--- src/hdl/cmw_pkg.sv ---
// Package: constants and carriers of the continuous multi-turn wrap block
// Overview of operation
// RULE1: First enabled power-up raises limit mismatch error
// RULE2: Later power-ups with matching limit raise nothing
// RULE3: Offset beyond span raises parameter error six
// RULE4: Start-up writes limit into encoder side
// RULE5: Operator sets method 4, limit, re-powers
// RULE6: Host seeds command position from actual position
// RULE7: Actual position wraps at span minus one
// RULE8: Encoder keeps limit while battery stays
// RULE9: Multi-turn wraps to zero or limit
// RULE10: Method 4 ignores multi-turn overflow
// RULE11: Position is turns, single-turn, plus offset
package cmw_pkg;
  // Register byte offsets
  localparam logic [7:0] CMW_CTRL   = 8'h00;
  localparam logic [7:0] CMW_LIMIT  = 8'h04;
  localparam logic [7:0] CMW_OFFSET = 8'h08;
  localparam logic [7:0] CMW_POS    = 8'h0c;
  localparam logic [7:0] CMW_STATUS = 8'h10;
  localparam logic [7:0] CMW_CLEAR  = 8'h14;
  localparam logic [7:0] CMW_ENABLE = 8'h18;
  localparam logic [7:0] CMW_STATE  = 8'h1c;
  // Field positions and codes
  localparam int         CMW_START_BIT = 8;
  localparam logic [2:0] CMW_MODE_CONT = 3'h4;
  localparam int         CMW_SBITS     = 23;
  localparam int         CMW_MBITS     = 16;
  localparam logic [15:0] CMW_LIM_ABS  = 16'hffff;
  localparam logic [15:0] CMW_LIM_MIN  = 16'h0001;
  // Event bits
  localparam int CMW_EV_MISM = 0;
  localparam int CMW_EV_PERR = 1;
  localparam int CMW_EV_OVF  = 2;
  localparam int CMW_EV_WRAP = 3;
  localparam int CMW_NEV     = 4;

  typedef enum logic [2:0] {
    CMW_IDLE  = 3'b001,
    CMW_CHECK = 3'b010,
    CMW_RUN   = 3'b100
  } cmw_state_e;

  // Software visible settings
  typedef struct packed {
    logic [2:0]          mode;
    logic [15:0]         limit;
    logic [31:0]         offset;
    logic [CMW_NEV-1:0]  status;
    logic [CMW_NEV-1:0]  enable;
  } cmw_regs_s;

  // Whole state of the block
  typedef struct packed {
    cmw_state_e  fsm;
    cmw_regs_s   regs;
    logic [15:0] enc_limit;
    logic        enc_valid;
    logic        enc_we;
    logic [15:0] mturn;
    logic [31:0] reported_actual_position;
    logic        mism;
    logic        perr;
    logic        irq;
    logic        ack;
    logic [31:0] rdata;
  } cmw_state_s;
endpackage

--- src/hdl/cmw_wrap.sv ---
// Continuous multi-turn absolute position wrap with Wishbone registers
`timescale 1ns/1ns
module cmw_wrap
  import cmw_pkg::*;
(
  input  wire logic        clk_i,
  input  wire logic        rstn_i,
  input  wire logic        wb_cyc_i,
  input  wire logic        wb_stb_i,
  input  wire logic        wb_we_i,
  input  wire logic [7:0]  wb_adr_i,
  input  wire logic [3:0]  wb_sel_i,
  input  wire logic [31:0] wb_dat_i,
  output logic      [31:0] wb_dat_o,
  output logic             wb_ack_o,
  input  wire logic        power_up_i,
  input  wire logic        battery_ok_i,
  input  wire logic [22:0] enc_single_i,
  input  wire logic        enc_step_up_i,
  input  wire logic        enc_step_dn_i,
  output logic      [15:0] enc_limit_o,
  output logic             enc_limit_we_o,
  output logic      [31:0] reported_actual_position_o,
  output logic             mismatch_o,
  output logic             param_err_o,
  output logic             irq_o
);
  // Reset release through two flops
  logic [1:0] rst_sync;
  logic       rst_n;
  always_ff @(posedge clk_i or negedge rstn_i) begin
    if (!rstn_i) begin
      rst_sync <= 2'h0;
    end else begin
      rst_sync <= {rst_sync[0], 1'b1};
    end
  end
  assign rst_n = rst_sync[1];

  cmw_state_s st;
  cmw_state_s next_st;

  logic             cont;
  logic [15:0]      lim_eff;
  logic [39:0]      span;
  logic [39:0]      raw;
  logic [39:0]      pos;
  logic             bad_ofs;
  logic             wr;
  logic             rd;
  logic [31:0]      wmask;
  logic [CMW_NEV-1:0] ev;
  logic [CMW_NEV-1:0] clr;
  logic             start;

  // Span and offset range follow the live settings
  always_comb begin
    cont    = (st.regs.mode == CMW_MODE_CONT);
    // Limit zero behaves like one; other modes use the full range
    if (!cont) begin
      lim_eff = CMW_LIM_ABS;
    end else if (st.regs.limit == 16'h0000) begin
      lim_eff = CMW_LIM_MIN;
    end else begin
      lim_eff = st.regs.limit;
    end
    span    = {7'h00, {1'b0, lim_eff} + 17'h00001, 16'h0000} >> 16
              << CMW_SBITS;
    bad_ofs = cont && ({8'h00, st.regs.offset} > (span - 40'h1)); // [RULE3]
    raw     = {1'b0, st.mturn, enc_single_i};                    // [RULE11]
    pos     = raw + {8'h00, st.regs.offset};                     // [RULE11]
    if (cont && (pos >= span)) begin
      pos = pos - span;                                          // [RULE7]
    end
    wr      = wb_cyc_i && wb_stb_i && wb_we_i && !st.ack;
    rd      = wb_cyc_i && wb_stb_i && !wb_we_i && !st.ack;
    wmask   = {{8{wb_sel_i[3]}}, {8{wb_sel_i[2]}},
               {8{wb_sel_i[1]}}, {8{wb_sel_i[0]}}};
    clr     = (wr && (wb_adr_i == CMW_CLEAR)) ?
              (wb_dat_i[CMW_NEV-1:0] & wmask[CMW_NEV-1:0]) : '0;
    start   = power_up_i || (wr && (wb_adr_i == CMW_CTRL) &&
              wb_sel_i[1] && wb_dat_i[CMW_START_BIT]);
  end

  // Next state of the whole block
  always_comb begin
    next_st        = st;
    ev             = '0;
    next_st.enc_we = 1'b0;
    next_st.ack    = wb_cyc_i && wb_stb_i && !st.ack;
    next_st.rdata  = 32'h0;

    // Register writes with byte lanes
    if (wr) begin
      case (wb_adr_i)
        CMW_CTRL: begin
          if (wb_sel_i[0]) begin
            next_st.regs.mode = wb_dat_i[2:0];
          end
        end
        CMW_LIMIT: begin
          next_st.regs.limit = (st.regs.limit & ~wmask[15:0]) |
                               (wb_dat_i[15:0] & wmask[15:0]);
        end
        CMW_OFFSET: begin
          next_st.regs.offset = (st.regs.offset & ~wmask) |
                                (wb_dat_i & wmask);
        end
        CMW_ENABLE: begin
          if (wb_sel_i[0]) begin
            next_st.regs.enable = wb_dat_i[CMW_NEV-1:0];
          end
        end
        default: begin
        end
      endcase
    end

    // Reads; unmapped addresses answer zero
    if (rd) begin
      case (wb_adr_i)
        CMW_CTRL:   next_st.rdata = {29'h0, st.regs.mode};
        CMW_LIMIT:  next_st.rdata = {16'h0, st.regs.limit};
        CMW_OFFSET: next_st.rdata = st.regs.offset;
        CMW_POS:    next_st.rdata = st.reported_actual_position;
        CMW_STATUS: next_st.rdata = {28'h0, st.regs.status};
        CMW_ENABLE: next_st.rdata = {28'h0, st.regs.enable};
        CMW_STATE:  next_st.rdata = {st.mturn, 11'h0, st.enc_valid,
                                     st.mism, st.fsm};
        default:    next_st.rdata = 32'h0;
      endcase
    end

    // Losing the battery forgets the stored limit
    if (!battery_ok_i) begin
      next_st.enc_valid = 1'b0;                                  // [RULE8]
    end

    // Start-up sequence
    case (st.fsm)
      CMW_IDLE: begin
        if (start) begin
          next_st.fsm  = CMW_CHECK;
          next_st.mism = 1'b0;
        end
      end
      CMW_CHECK: begin
        if (cont && (!st.enc_valid || st.enc_limit != lim_eff)) begin
          // Expected on first use; needs another power-up
          next_st.enc_limit = lim_eff;                           // [RULE4]
          next_st.enc_valid = battery_ok_i;                      // [RULE8]
          next_st.enc_we    = 1'b1;                              // [RULE4]
          next_st.mism      = 1'b1;                              // [RULE1]
          ev[CMW_EV_MISM]   = 1'b1;                              // [RULE1]
          next_st.fsm       = CMW_IDLE;
        end else begin
          next_st.fsm = CMW_RUN;                                 // [RULE2]
        end
      end
      CMW_RUN: begin
        if (start) begin
          next_st.fsm = CMW_CHECK;
        end
        // Simultaneous steps cancel out
        if (enc_step_up_i && !enc_step_dn_i) begin
          if (st.mturn >= lim_eff) begin
            next_st.mturn = 16'h0000;                            // [RULE9]
            ev[CMW_EV_WRAP] = cont;
            ev[CMW_EV_OVF]  = !cont;                             // [RULE10]
          end else begin
            next_st.mturn = st.mturn + 16'h0001;
          end
        end else if (enc_step_dn_i && !enc_step_up_i) begin
          if (st.mturn == 16'h0000) begin
            next_st.mturn = lim_eff;                             // [RULE9]
            ev[CMW_EV_WRAP] = cont;
            ev[CMW_EV_OVF]  = !cont;                             // [RULE10]
          end else begin
            next_st.mturn = st.mturn - 16'h0001;
          end
        end
        next_st.reported_actual_position = pos[31:0];                                // [RULE11]
      end
      default: begin
        next_st.fsm = CMW_IDLE;
      end
    endcase

    // Parameter check runs all the time
    next_st.perr    = bad_ofs;                                   // [RULE3]
    ev[CMW_EV_PERR] = bad_ofs;

    // Sticky status: a new event beats a clear in the same cycle
    next_st.regs.status = (st.regs.status & ~clr) | ev;
    next_st.irq = |(next_st.regs.status & next_st.regs.enable);
  end

  // State register; the encoder copy survives soft start
  always_ff @(posedge clk_i or negedge rst_n) begin
    if (!rst_n) begin
      st     <= '0;
      st.fsm <= CMW_IDLE;
    end else begin
      st <= next_st;
    end
  end

  assign wb_dat_o       = st.rdata;
  assign wb_ack_o       = st.ack;
  assign enc_limit_o    = st.enc_limit;
  assign enc_limit_we_o = st.enc_we;
  assign reported_actual_position_o         = st.reported_actual_position;
  assign mismatch_o     = st.mism;
  assign param_err_o    = st.perr;
  assign irq_o          = st.irq;
endmodule // cmw_wrap

--- config.mk ---
export PLATFORM = sky130hd
export DESIGN_NAME = cmw_wrap
export DESIGN_NICKNAME = d
export VERILOG_FILES = /design/src/hdl/cmw_pkg.sv /design/src/hdl/cmw_wrap.sv
export SDC_FILE = /design/constraint.sdc
export NUM_CORES = 1
export LEC_CHECK = 0
export ABC_CLOCK_PERIOD_IN_PS = 5280
export BUFFER_PORTS_ARGS = -buffer_cell sky130_fd_sc_hd__buf_4
export CAP_MARGIN = 20
export CORE_ASPECT_RATIO = 1.5
export CORE_MARGIN = 2
export CORE_UTILIZATION = 54
export DETAILED_ROUTE_END_ITERATION = 16
export HOLD_SLACK_MARGIN = 0.06
export PLACE_DENSITY = 0.81
export RECOVER_POWER = 100
export SLEW_MARGIN = 20
export SYNTH_ARGS = -nofsm -noshare
export SYNTH_HDL_FRONTEND = slang
export SYNTH_SLANG_ARGS = --single-unit
--- constraint.sdc ---
create_clock -name clk_i -period 5.28 [get_ports clk_i]
set_input_delay 1.056 -clock clk_i [delete_from_list [all_inputs] [get_ports clk_i]]
set_output_delay 1.056 -clock clk_i [all_outputs]
set_load 0.03 [all_outputs]
# --- Word-level counts from Yosys, hierarchy flattened ---
# Cells that the tools add are included.
classes:
  add_sub_neg: 6
  magnitude_cmp: 3
  eq_ne: 15
  muxes: 29
  bitwise: 13
  n_reduce_logical: 36
ops:
  columns: ["cell", "n"]
  rows:
  - ["$pmux 32 s7", 1]
  - ["$mux 16", 6]
  - ["$and 32x32->32", 2]
  - ["$mux 32", 2]
  - ["$add 39x32->40", 1]
  - ["$ge 40x40->1", 1]
  - ["$gt 32x40->1", 1]
  - ["$sub 40x1->40 const B", 1]
  - ["$and 16x16->16", 2]
  - ["$eq 8x5->1 const B", 4]
  - ["$logic_not 16->1", 2]
  - ["$not 32->32", 1]
  - ["$or 32x32->32", 1]
  - ["$sub 32x32->32", 1]
  - ["$add 16x1->17 const B", 1]
  - ["$add 16x1->16 const B", 1]
  - ["$eq 8x4->1 const B", 2]
  - ["$ge 16x16->1", 1]
  - ["$mux 4", 4]
  - ["$ne 16x16->1", 1]
  - ["$not 16->16", 1]
  - ["$or 16x16->16", 1]
  - ["$sub 16x1->16 const B", 1]
  - ["$logic_and 1x1->1", 15]
  - ["other kinds (22)", 48]
word_totals:
  reg_bits: 166
  wordCells: 119

# --- Depth between registers and ports, before layout ---
# Gate-level depths: netlist of the first run.
logic_depth:
  ltp_word: 11
  ltp_mapped: 24

# --- Worst setup path after synthesis of the first run ---
# Ideal clock, no wire load.
synth_path:
  kind: "in2reg"
  start: "input enc_single_i[14]"
  end: "register st, in the netlist reported_actual_position_o[24]"
  arrival_ns: 5.390
  t_required_ns: 5.155
  setup_slack_ns: -0.235
  path_stages: 21
  cell_sequence: "ha_1 buf_4 nand4_1 or4_1 a21o_1 a31oi_4 nor2_1 o41a_1 xnor2_1 ha_1 nand3_1 nor2_1 and4_1 o2111ai_1 nor4_1 and4_1 a31o_2 a311oi_4 nor4_4 nor2_4 mux2_4"
synth_between:
  elab_chain_cells: 4
  elab_cells_between_ends: 5
  classes_between: "add/sub (2); order compare (1); mux (1); reduce/logical (1)"
synth_rtl:
  columns: ["element", "line", "rtl"]
  rows:
  - ["start, declared", "cmw_wrap.sv:18", "input wire logic [22:0] enc_single_i,"]
  - ["$add 39x32->40 *", "cmw_wrap.sv:71", "pos = raw + {8'h00, st.regs.offset};"]
  - ["$ge 40x40->1", "cmw_wrap.sv:72", "if (cont && (pos >= span)) begin"]
  - ["$logic_and 1x1->1", "cmw_wrap.sv:72", null]
  - ["$mux 32 *", "cmw_wrap.sv:72", null]
  - ["end signal, assigned", "cmw_wrap.sv:204", "st <= next_st;"]
  - ["end, declared", "cmw_wrap.sv:40", "cmw_state_s st;"]
# Every way passes the cells marked *; elsewhere a longest branch is shown, timed or not.
# A chain may end at the register's enable or synchronous reset.

# --- Final worst setup path of the first run ---
layout_path:
  start: "input enc_single_i[0]"
  end: "register st, in the netlist reported_actual_position_o[24]"
# Same word-level chain as after synthesis.

==> results of run 1 <==
-- area by class of cell --
| type | count | area, um2 | share of cell area [%] |
|---|---|---|---|
| Clock buffer | 19 | 452.9 | 2.990 |
| Inverter | 38 | 142.6 | 0.9416 |
| Clock inverter | 13 | 146.4 | 0.9664 |
| Sequential cell | 166 | 4155 | 27.43 |
| Multi-Input combinational cell | 1087 | 7818 | 51.61 |
| Tap cell | 319 | 399.1 | 2.635 |
| Timing Repair Buffer | 321 | 2034 | 13.43 |
-- layer usage --
metal / global-route usage (%) / vias up
met1: 40.73 / 6180
met5: 0 / -
met4: 26.96 / 0
li1: - / 5631
met3: 4.574 / 211
met2: 60.51 / 648
-- layout by cell type, fill, tap and decap left out, drive strengths merged, types with 9 or more instances in the layout --
master and count:
and3 25, nand3 31, nor3 32, nor2 125, a211oi 15, a22oi 14
nand4 25, nand2 141, a22o 16, o31ai 13, a21o 23, a21oi 82
xor2 31, dfrtp 165, o21ai 81, ha 74, buf 215, a222oi 30
nand2b 18, and4 11, a31oi 14, clkbuf 125, nor4 21, xnor2 42
nor2b 10, or3 9, inv 42, mux2 80
-- timing repair --
item / CTS / global route
resized for setup: 0 / 28
hold endpoints to repair: 0 / 0
endpoints found under the setup margin: 4 / 9
pin swaps: 3 / 26
setup buffers: 1 / 8
-- power by group through the flow --
stage | logic, uW | registers (uW) | clock network (uW)
global placement | 1890 | 1740 | 0
CTS | 1940 | 1720 | 1310
floorplan | 1410 | 1620 | 0
detailed placement | 1920 | 1740 | 0
finish | 1890 | 1720 | 1310
global route | 2050 | 1730 | 1360
-- how the worst min path moves through the flow --
stage | to | from | slack, ns
floorplan | rst_sync[1]$_DFF_PN0_ | rst_sync[0]$_DFF_PN0_ | 0.33
global route | rst_sync[1]$_DFF_PN0_ | rst_sync[0]$_DFF_PN0_ | 0.37
detailed placement | rst_sync[1]$_DFF_PN0_ | rst_sync[0]$_DFF_PN0_ | 0.35
finish | st[105]$_DFF_PN0_ | rst_sync[1]$_DFF_PN0_ | 0.36
global placement | rst_sync[1]$_DFF_PN0_ | rst_sync[0]$_DFF_PN0_ | 0.34
CTS | rst_sync[1]$_DFF_PN0_ | rst_sync[0]$_DFF_PN0_ | 0.36
-- metrics by stage --
stage | TNS [ns] | power [uW] | hold WS, ns | utilization, % | cells
global route | -0.1003 | 5143 | 0.3663 | 64.27 | 1963
finish | 0 | 4920 | 0.3566 | 64.27 | 1963
detailed placement | -3.814 | 3663 | 0.3485 | 62.13 | 1921
global placement | -2.638 | 3625 | 0.3362 | 62.13 | 1921
floorplan | 0 | 3037 | 0.3312 | - | 1452
CTS | 0 | 4972 | 0.3634 | 64.70 | 1954
-- cell families (layout without fill, tap and decap cells) --
group,Yosys count,count (layout)
xor+xnor,73,73
simple gates,478,478
mux,85,85
flops,166,166
fa+ha+maj,78,78
other cells,1,1
compound gates,372,372
buf+inv,199,391
==> impl_metrics.csv, run 1 <==
group,metric,value,unit
route,drt_iter0_markers,1378,
clocking,htree_levels,4,
placement,finalWeightedCongestion,1.021,
floorplanning,start_util,54.46,%
critical_path,worstPathMaxFanout,4,
synth,syn_avg_cell_area,8.840,um2
placement,port_buffers,160,
power,p_int,2940,uW
synth,ys_seq_area_share,32.37,%
synth,synth-compound-area-share,20.49,%
global_routing,grt_pass1_vias,12411,
critical_path,cp.required,5.62,ns
floorplanning,die_h,192.8,um
finish,antenna_cells,0,
power,power.switching,1981,uW
critical_path,rrSetupSlack,0.39,ns
sta,finalHoldViolCount,0,
placement,dp_worst_setup_slack,-0.4988,ns
run_status,status,"finished with violations",
floorplanning,die_area,0.02505,mm2
finish,fin_nets,1783,
global_routing,grt_max_degree,77,
synth,synth_top_family_by_area,"compound AO/OA/AOI/OAI gates",
route,routed.top_layer,"met4",
run,cap_violations,5,
synth,synthArstFlopShare,100.0,%
route,ant_nets,0,
synth,synth_top_area_share,32.17,%
clocking,insertion_delay,0.46,ns
route,wl_per_cell,22.88,um
synth,yosys.cell_types.count,91,
critical_path,worstPathArrival,5.47,ns
synth,synth_xor_area_share,5.127,%
critical_path,crit_family,"compound AO/OA/AOI/OAI gates",
power,p_per_area,324.8,mW/mm2
run_status,violations,"capacitance limit, slew limit",
critical_path,cp-start-kind,"input pin",
clocking,cts_hold_buffers,0,
finish,synthToLayoutAreaGrowth,18.01,%
critical_path,r2r_end,"reported_actual_position_o[24]$_DFFE_PN0P_",
synth,ys_top_cells_by_count,"dfrtp_1 (165), nand2_1 (141), nor2_1 (120)",
power,seqPwrFrac,34.9,%
sta,finalSetupViolCount,0,
route,drt_wl_total,44910,um
clocking,clock-sinks,166,
sta,fin_skew,0.009906,ns
synth,synth.area.mux_share,7.525,%
route,dr_wl_met3,2878,um
synth,synth_edf_count,0,
sta,worst_pin_slew,3.075,ns
synth,yosysMostFrequentCell,"dfrtp_1",
route,met2_length,22320,um
synth,synth-simple-area-share,18.34,%
critical_path,crit_slowest_cell,"ha_1",
synth,synthTopCellsByArea,"dfrtp_1 (32%), ha_1 (7.2%), mux2_2 (6.7%), buf_4 (4.8%), nand2_1 (4.1%)",
critical_path,crit_cells,26,
floorplanning,coreArea,0.02357,mm2
min_path,holdCritPathClass,"reg -> async",
route,drc,0,
clocking,path_clk_slew,0.07,ns
global_routing,antenna_found_initial,0,
clocking,clk_path_buf_depth,2,
critical_path,crit_path_end,"reported_actual_position_o[24]$_DFFE_PN0P_",
floorplanning,ios,161,
synth,synthFlopType,"dfrtp_1",
critical_path,critPathCaptureType,"flip-flop",
synth,synth_nets,1604,
power,ir_worst_vdd,0.2651,mV
route,vias_per_cell,6.454,
route,met1_length,15960,um
synth,yosysTopAreaCell,"dfrtp_1",
synth,synthAdderAreaFrac,7.681,%
critical_path,cp_slowest_stage_delay,0.31,ns
sta,slew_headroom,-105.0,%
finish,fin_area,0.01515,mm2
power,p_clk_share,26.6,%
route,firstDrtPassIters,6,
placement,dpl.hpwl,33900,um
sta,fmax,195.1,MHz
finish,fillers,2057,
floorplanning,fp-row-count,69,
clocking,cts_tree,"built",
synth,mappedNetlistArea,0.01284,mm2
power,share_comb_of_total_power,38.5,%
power,swShare,40.25,%
sta,slew_violations,216,
finish,drive_above_1_share,23.36,%
global_routing,grt_overflow,0,
sta,timing.final.crit_share,97.08,%
clocking,cts_buffers,17,
critical_path,crit_type,"in -> reg",
global_routing,grt_pass1_wl,68030,um
power,p_leak,0.007127,uW
sta,setup_ws,0.1542,ns
synth,yosys_register_bits,166,
synth,yosys_warnings,0,
placement,placed_area,0.01464,mm2
clocking,cts_root_buf,"clkbuf_16",
critical_path,reg2reg_depth,21,
floorplanning,dieWidth,129.9,um
sta,fin_crit,5.126,ns
critical_path,worst-path-buf-inv,3,
route,vias,12670,
synth,synthCells,1452,
critical_path,cp-startpoint,"enc_single_i[0]",
global_routing,grt_usage,35.77,%
(Power assumes the default switching activity.)
==> run 2, diff against run 1 <==
CORE_MARGIN = not set   (was 2)
==> impl_metrics.csv, run 2 (synthesis results as in run 1) <==
group,metric,value,unit
run_status,status,"finished with violations",
run_status,violations,"capacitance limit, slew limit",
placement,finalWeightedCongestion,0.9813,
critical_path,cp.required,5.62,ns
sta,grt_setup_unrepaired,"true",
global_routing,antenna_found_initial,0,
critical_path,crit_type,"in -> reg",
route,vias_per_cell,6.483,
clocking,cts_tree,"built",
global_routing,grt_usage,36.59,%
route,vias,12635,
finish,synthToLayoutAreaGrowth,17.56,%
clocking,htree_levels,4,
floorplanning,coreArea,0.02314,mm2
critical_path,worstPathMaxFanout,4,
sta,finalHoldViolCount,0,
finish,antenna_cells,0,
power,ir_worst_vdd,0.2657,mV
placement,dpl.hpwl,33000,um
sta,fmax,193.8,MHz
critical_path,worstPathArrival,5.50,ns
finish,mostFrequentLayoutCells,"buf_4 (211), dfrtp_1 (165), nand2_1 (141)",
floorplanning,ios,161,
critical_path,critPathCaptureType,"flip-flop",
placement,port_buffers,160,
finish,layout_commonest_cell,"buf_4",
clocking,cts_buffers,17,
route,drt_wl_total,44300,um
placement,dp_worst_setup_slack,-0.4196,ns
route,firstDrtPassIters,6,
critical_path,cp_slowest_stage_delay,0.64,ns
route,wl_per_cell,22.73,um
sta,timing.final.crit_share,97.73,%
power,p_per_area,324.1,mW/mm2
floorplanning,start_util,55.47,%
clocking,path_clk_slew,0.07,ns
placement,placed_area,0.01459,mm2
sta,slew_violations,195,
route,drc,0,
finish,fin_nets,1773,
sta,fin_tns_setup,0,ns
finish,drive_above_1_share,23.56,%
global_routing,grt_pass1_wl,67280,um
floorplanning,die_area,0.02440,mm2
clocking,clock-sinks,166,
sta,setup_ws,0.1199,ns
critical_path,cp-start-kind,"input pin",
clocking,clk_path_buf_depth,2,
global_routing,grt_overflow,0,
critical_path,crit_chain,"buf_6 > ha_4 > a21oi_1 > o31ai_1 > nand2_1 > a31oi_4 > nor2_1 > o41a_1 > xnor2_2 > ha_1 > nand3_2 > nor2_1 > and4_1 > o2111ai_2 > nor4_2 > and4_1 > a31o_4 > a311oi_4 > nor4_4 > buf_4 > nor2_4 > mux2_4",
floorplanning,dieWidth,127.9,um
sta,fin_crit,5.160,ns
min_path,holdCritPathClass,"in -> async",
power,p_total,4891,uW
floorplanning,die_h,190.8,um
clocking,cts_root_buf,"clkbuf_16",
power,p_leak,0.007103,uW
sta,fin_skew,0.01443,ns
floorplanning,fp-row-count,68,
finish,fin_area,0.01509,mm2
finish,utilization,65.21,%
sta,worst_pin_slew,2.907,ns
sta,slew_headroom,-93.77,%
route,drt_iter0_markers,1422,
clocking,insertion_delay,0.46,ns
run,cap_violations,4,
global_routing,grt_pass1_vias,12456,
route,ant_nets,0,
global_routing,grt_max_degree,95,
sta,finalSetupViolCount,0,
critical_path,crit_slowest_cell,"o31ai_1",
## run 2: changes by cell type in the layout (fill, tap and decap cells not counted), moves of 3 or more
cell	before	now
buf_4	215	211
buf_6	0	4
clkbuf_1	100	94
clkbuf_4	6	3
ha_4	13	10
inv_6	2	5
o21ai_1	1	4
## run 2: cell type report
cell class,count,area (um2)
fillers,2023,8051
multi-input cells,1087,7807
flip-flops and latches,166,4155
repair buffers,311,2001
clock buffers,18,429.2
well taps,315,394.1
clock inverters,14,161.4
inverters,38,142.6
## run 2: routing by layer
layer  global-route usage (%)  vias up  wire, um
li1                         -     5609         -
met1                    40.09     6094     15560
met2                    62.23      712     21770
met3                    6.397      220      3231
met4                    28.91        0      3742
met5                        0        -         0
## run 2: per-stage QoR
stage / instances / hold slack, ns
after floorplan: 1452 / 0.3312
after global placement: 1909 / 0.3350
after detailed placement: 1909 / 0.3357
after CTS: 1941 / 0.3567
after global routing: 1949 / 0.3589
final: 1949 / 0.3617
## run 2: power breakdown
group | switching, uW | internal, uW | total [uW]
sequential | 303 | 1450 | 1750
combinational | 1120 | 736 | 1850
clock | 610 | 673 | 1280
## run 2: path summary, 6_finish.rpt
kind	startpoint	endpoint	slack, ns	depth (start not counted)
min reg2reg	rst_sync[0]$_DFF_PN0_	rst_sync[1]$_DFF_PN0_	0.36	0
max	enc_single_i[6]	reported_actual_position_o[25]$_DFFE_PN0P_	0.12	22
max reg2reg	flip-flop	reported_actual_position_o[25]$_DFFE_PN0P_	0.29	21
min in group clk_i	rst_sync[0]$_DFF_PN0_	rst_sync[1]$_DFF_PN0_	0.36	0
max in group asynchronous	rst_sync[1]$_DFF_PN0_	reported_actual_position_o[17]$_DFFE_PN0P_	1.31	1
min	rstn_i	rst_sync[0]$_DFF_PN0_	0.36	1
## run 2: repair_timing
item                                    CTS  global route
buffers inserted                          0             8
gates resized for setup                   0            34
endpoints found under the setup margin    0             9
hold buffers                              0             0
## run 2: critical path, delay by kind of cell
kind	cells	cell delay (ns)
compound gates	7	1.71
simple gates	9	1.41
xor+xnor	1	0.16
fa+ha+maj	2	0.59
buf+inv	2	0.26
mux	1	0.29
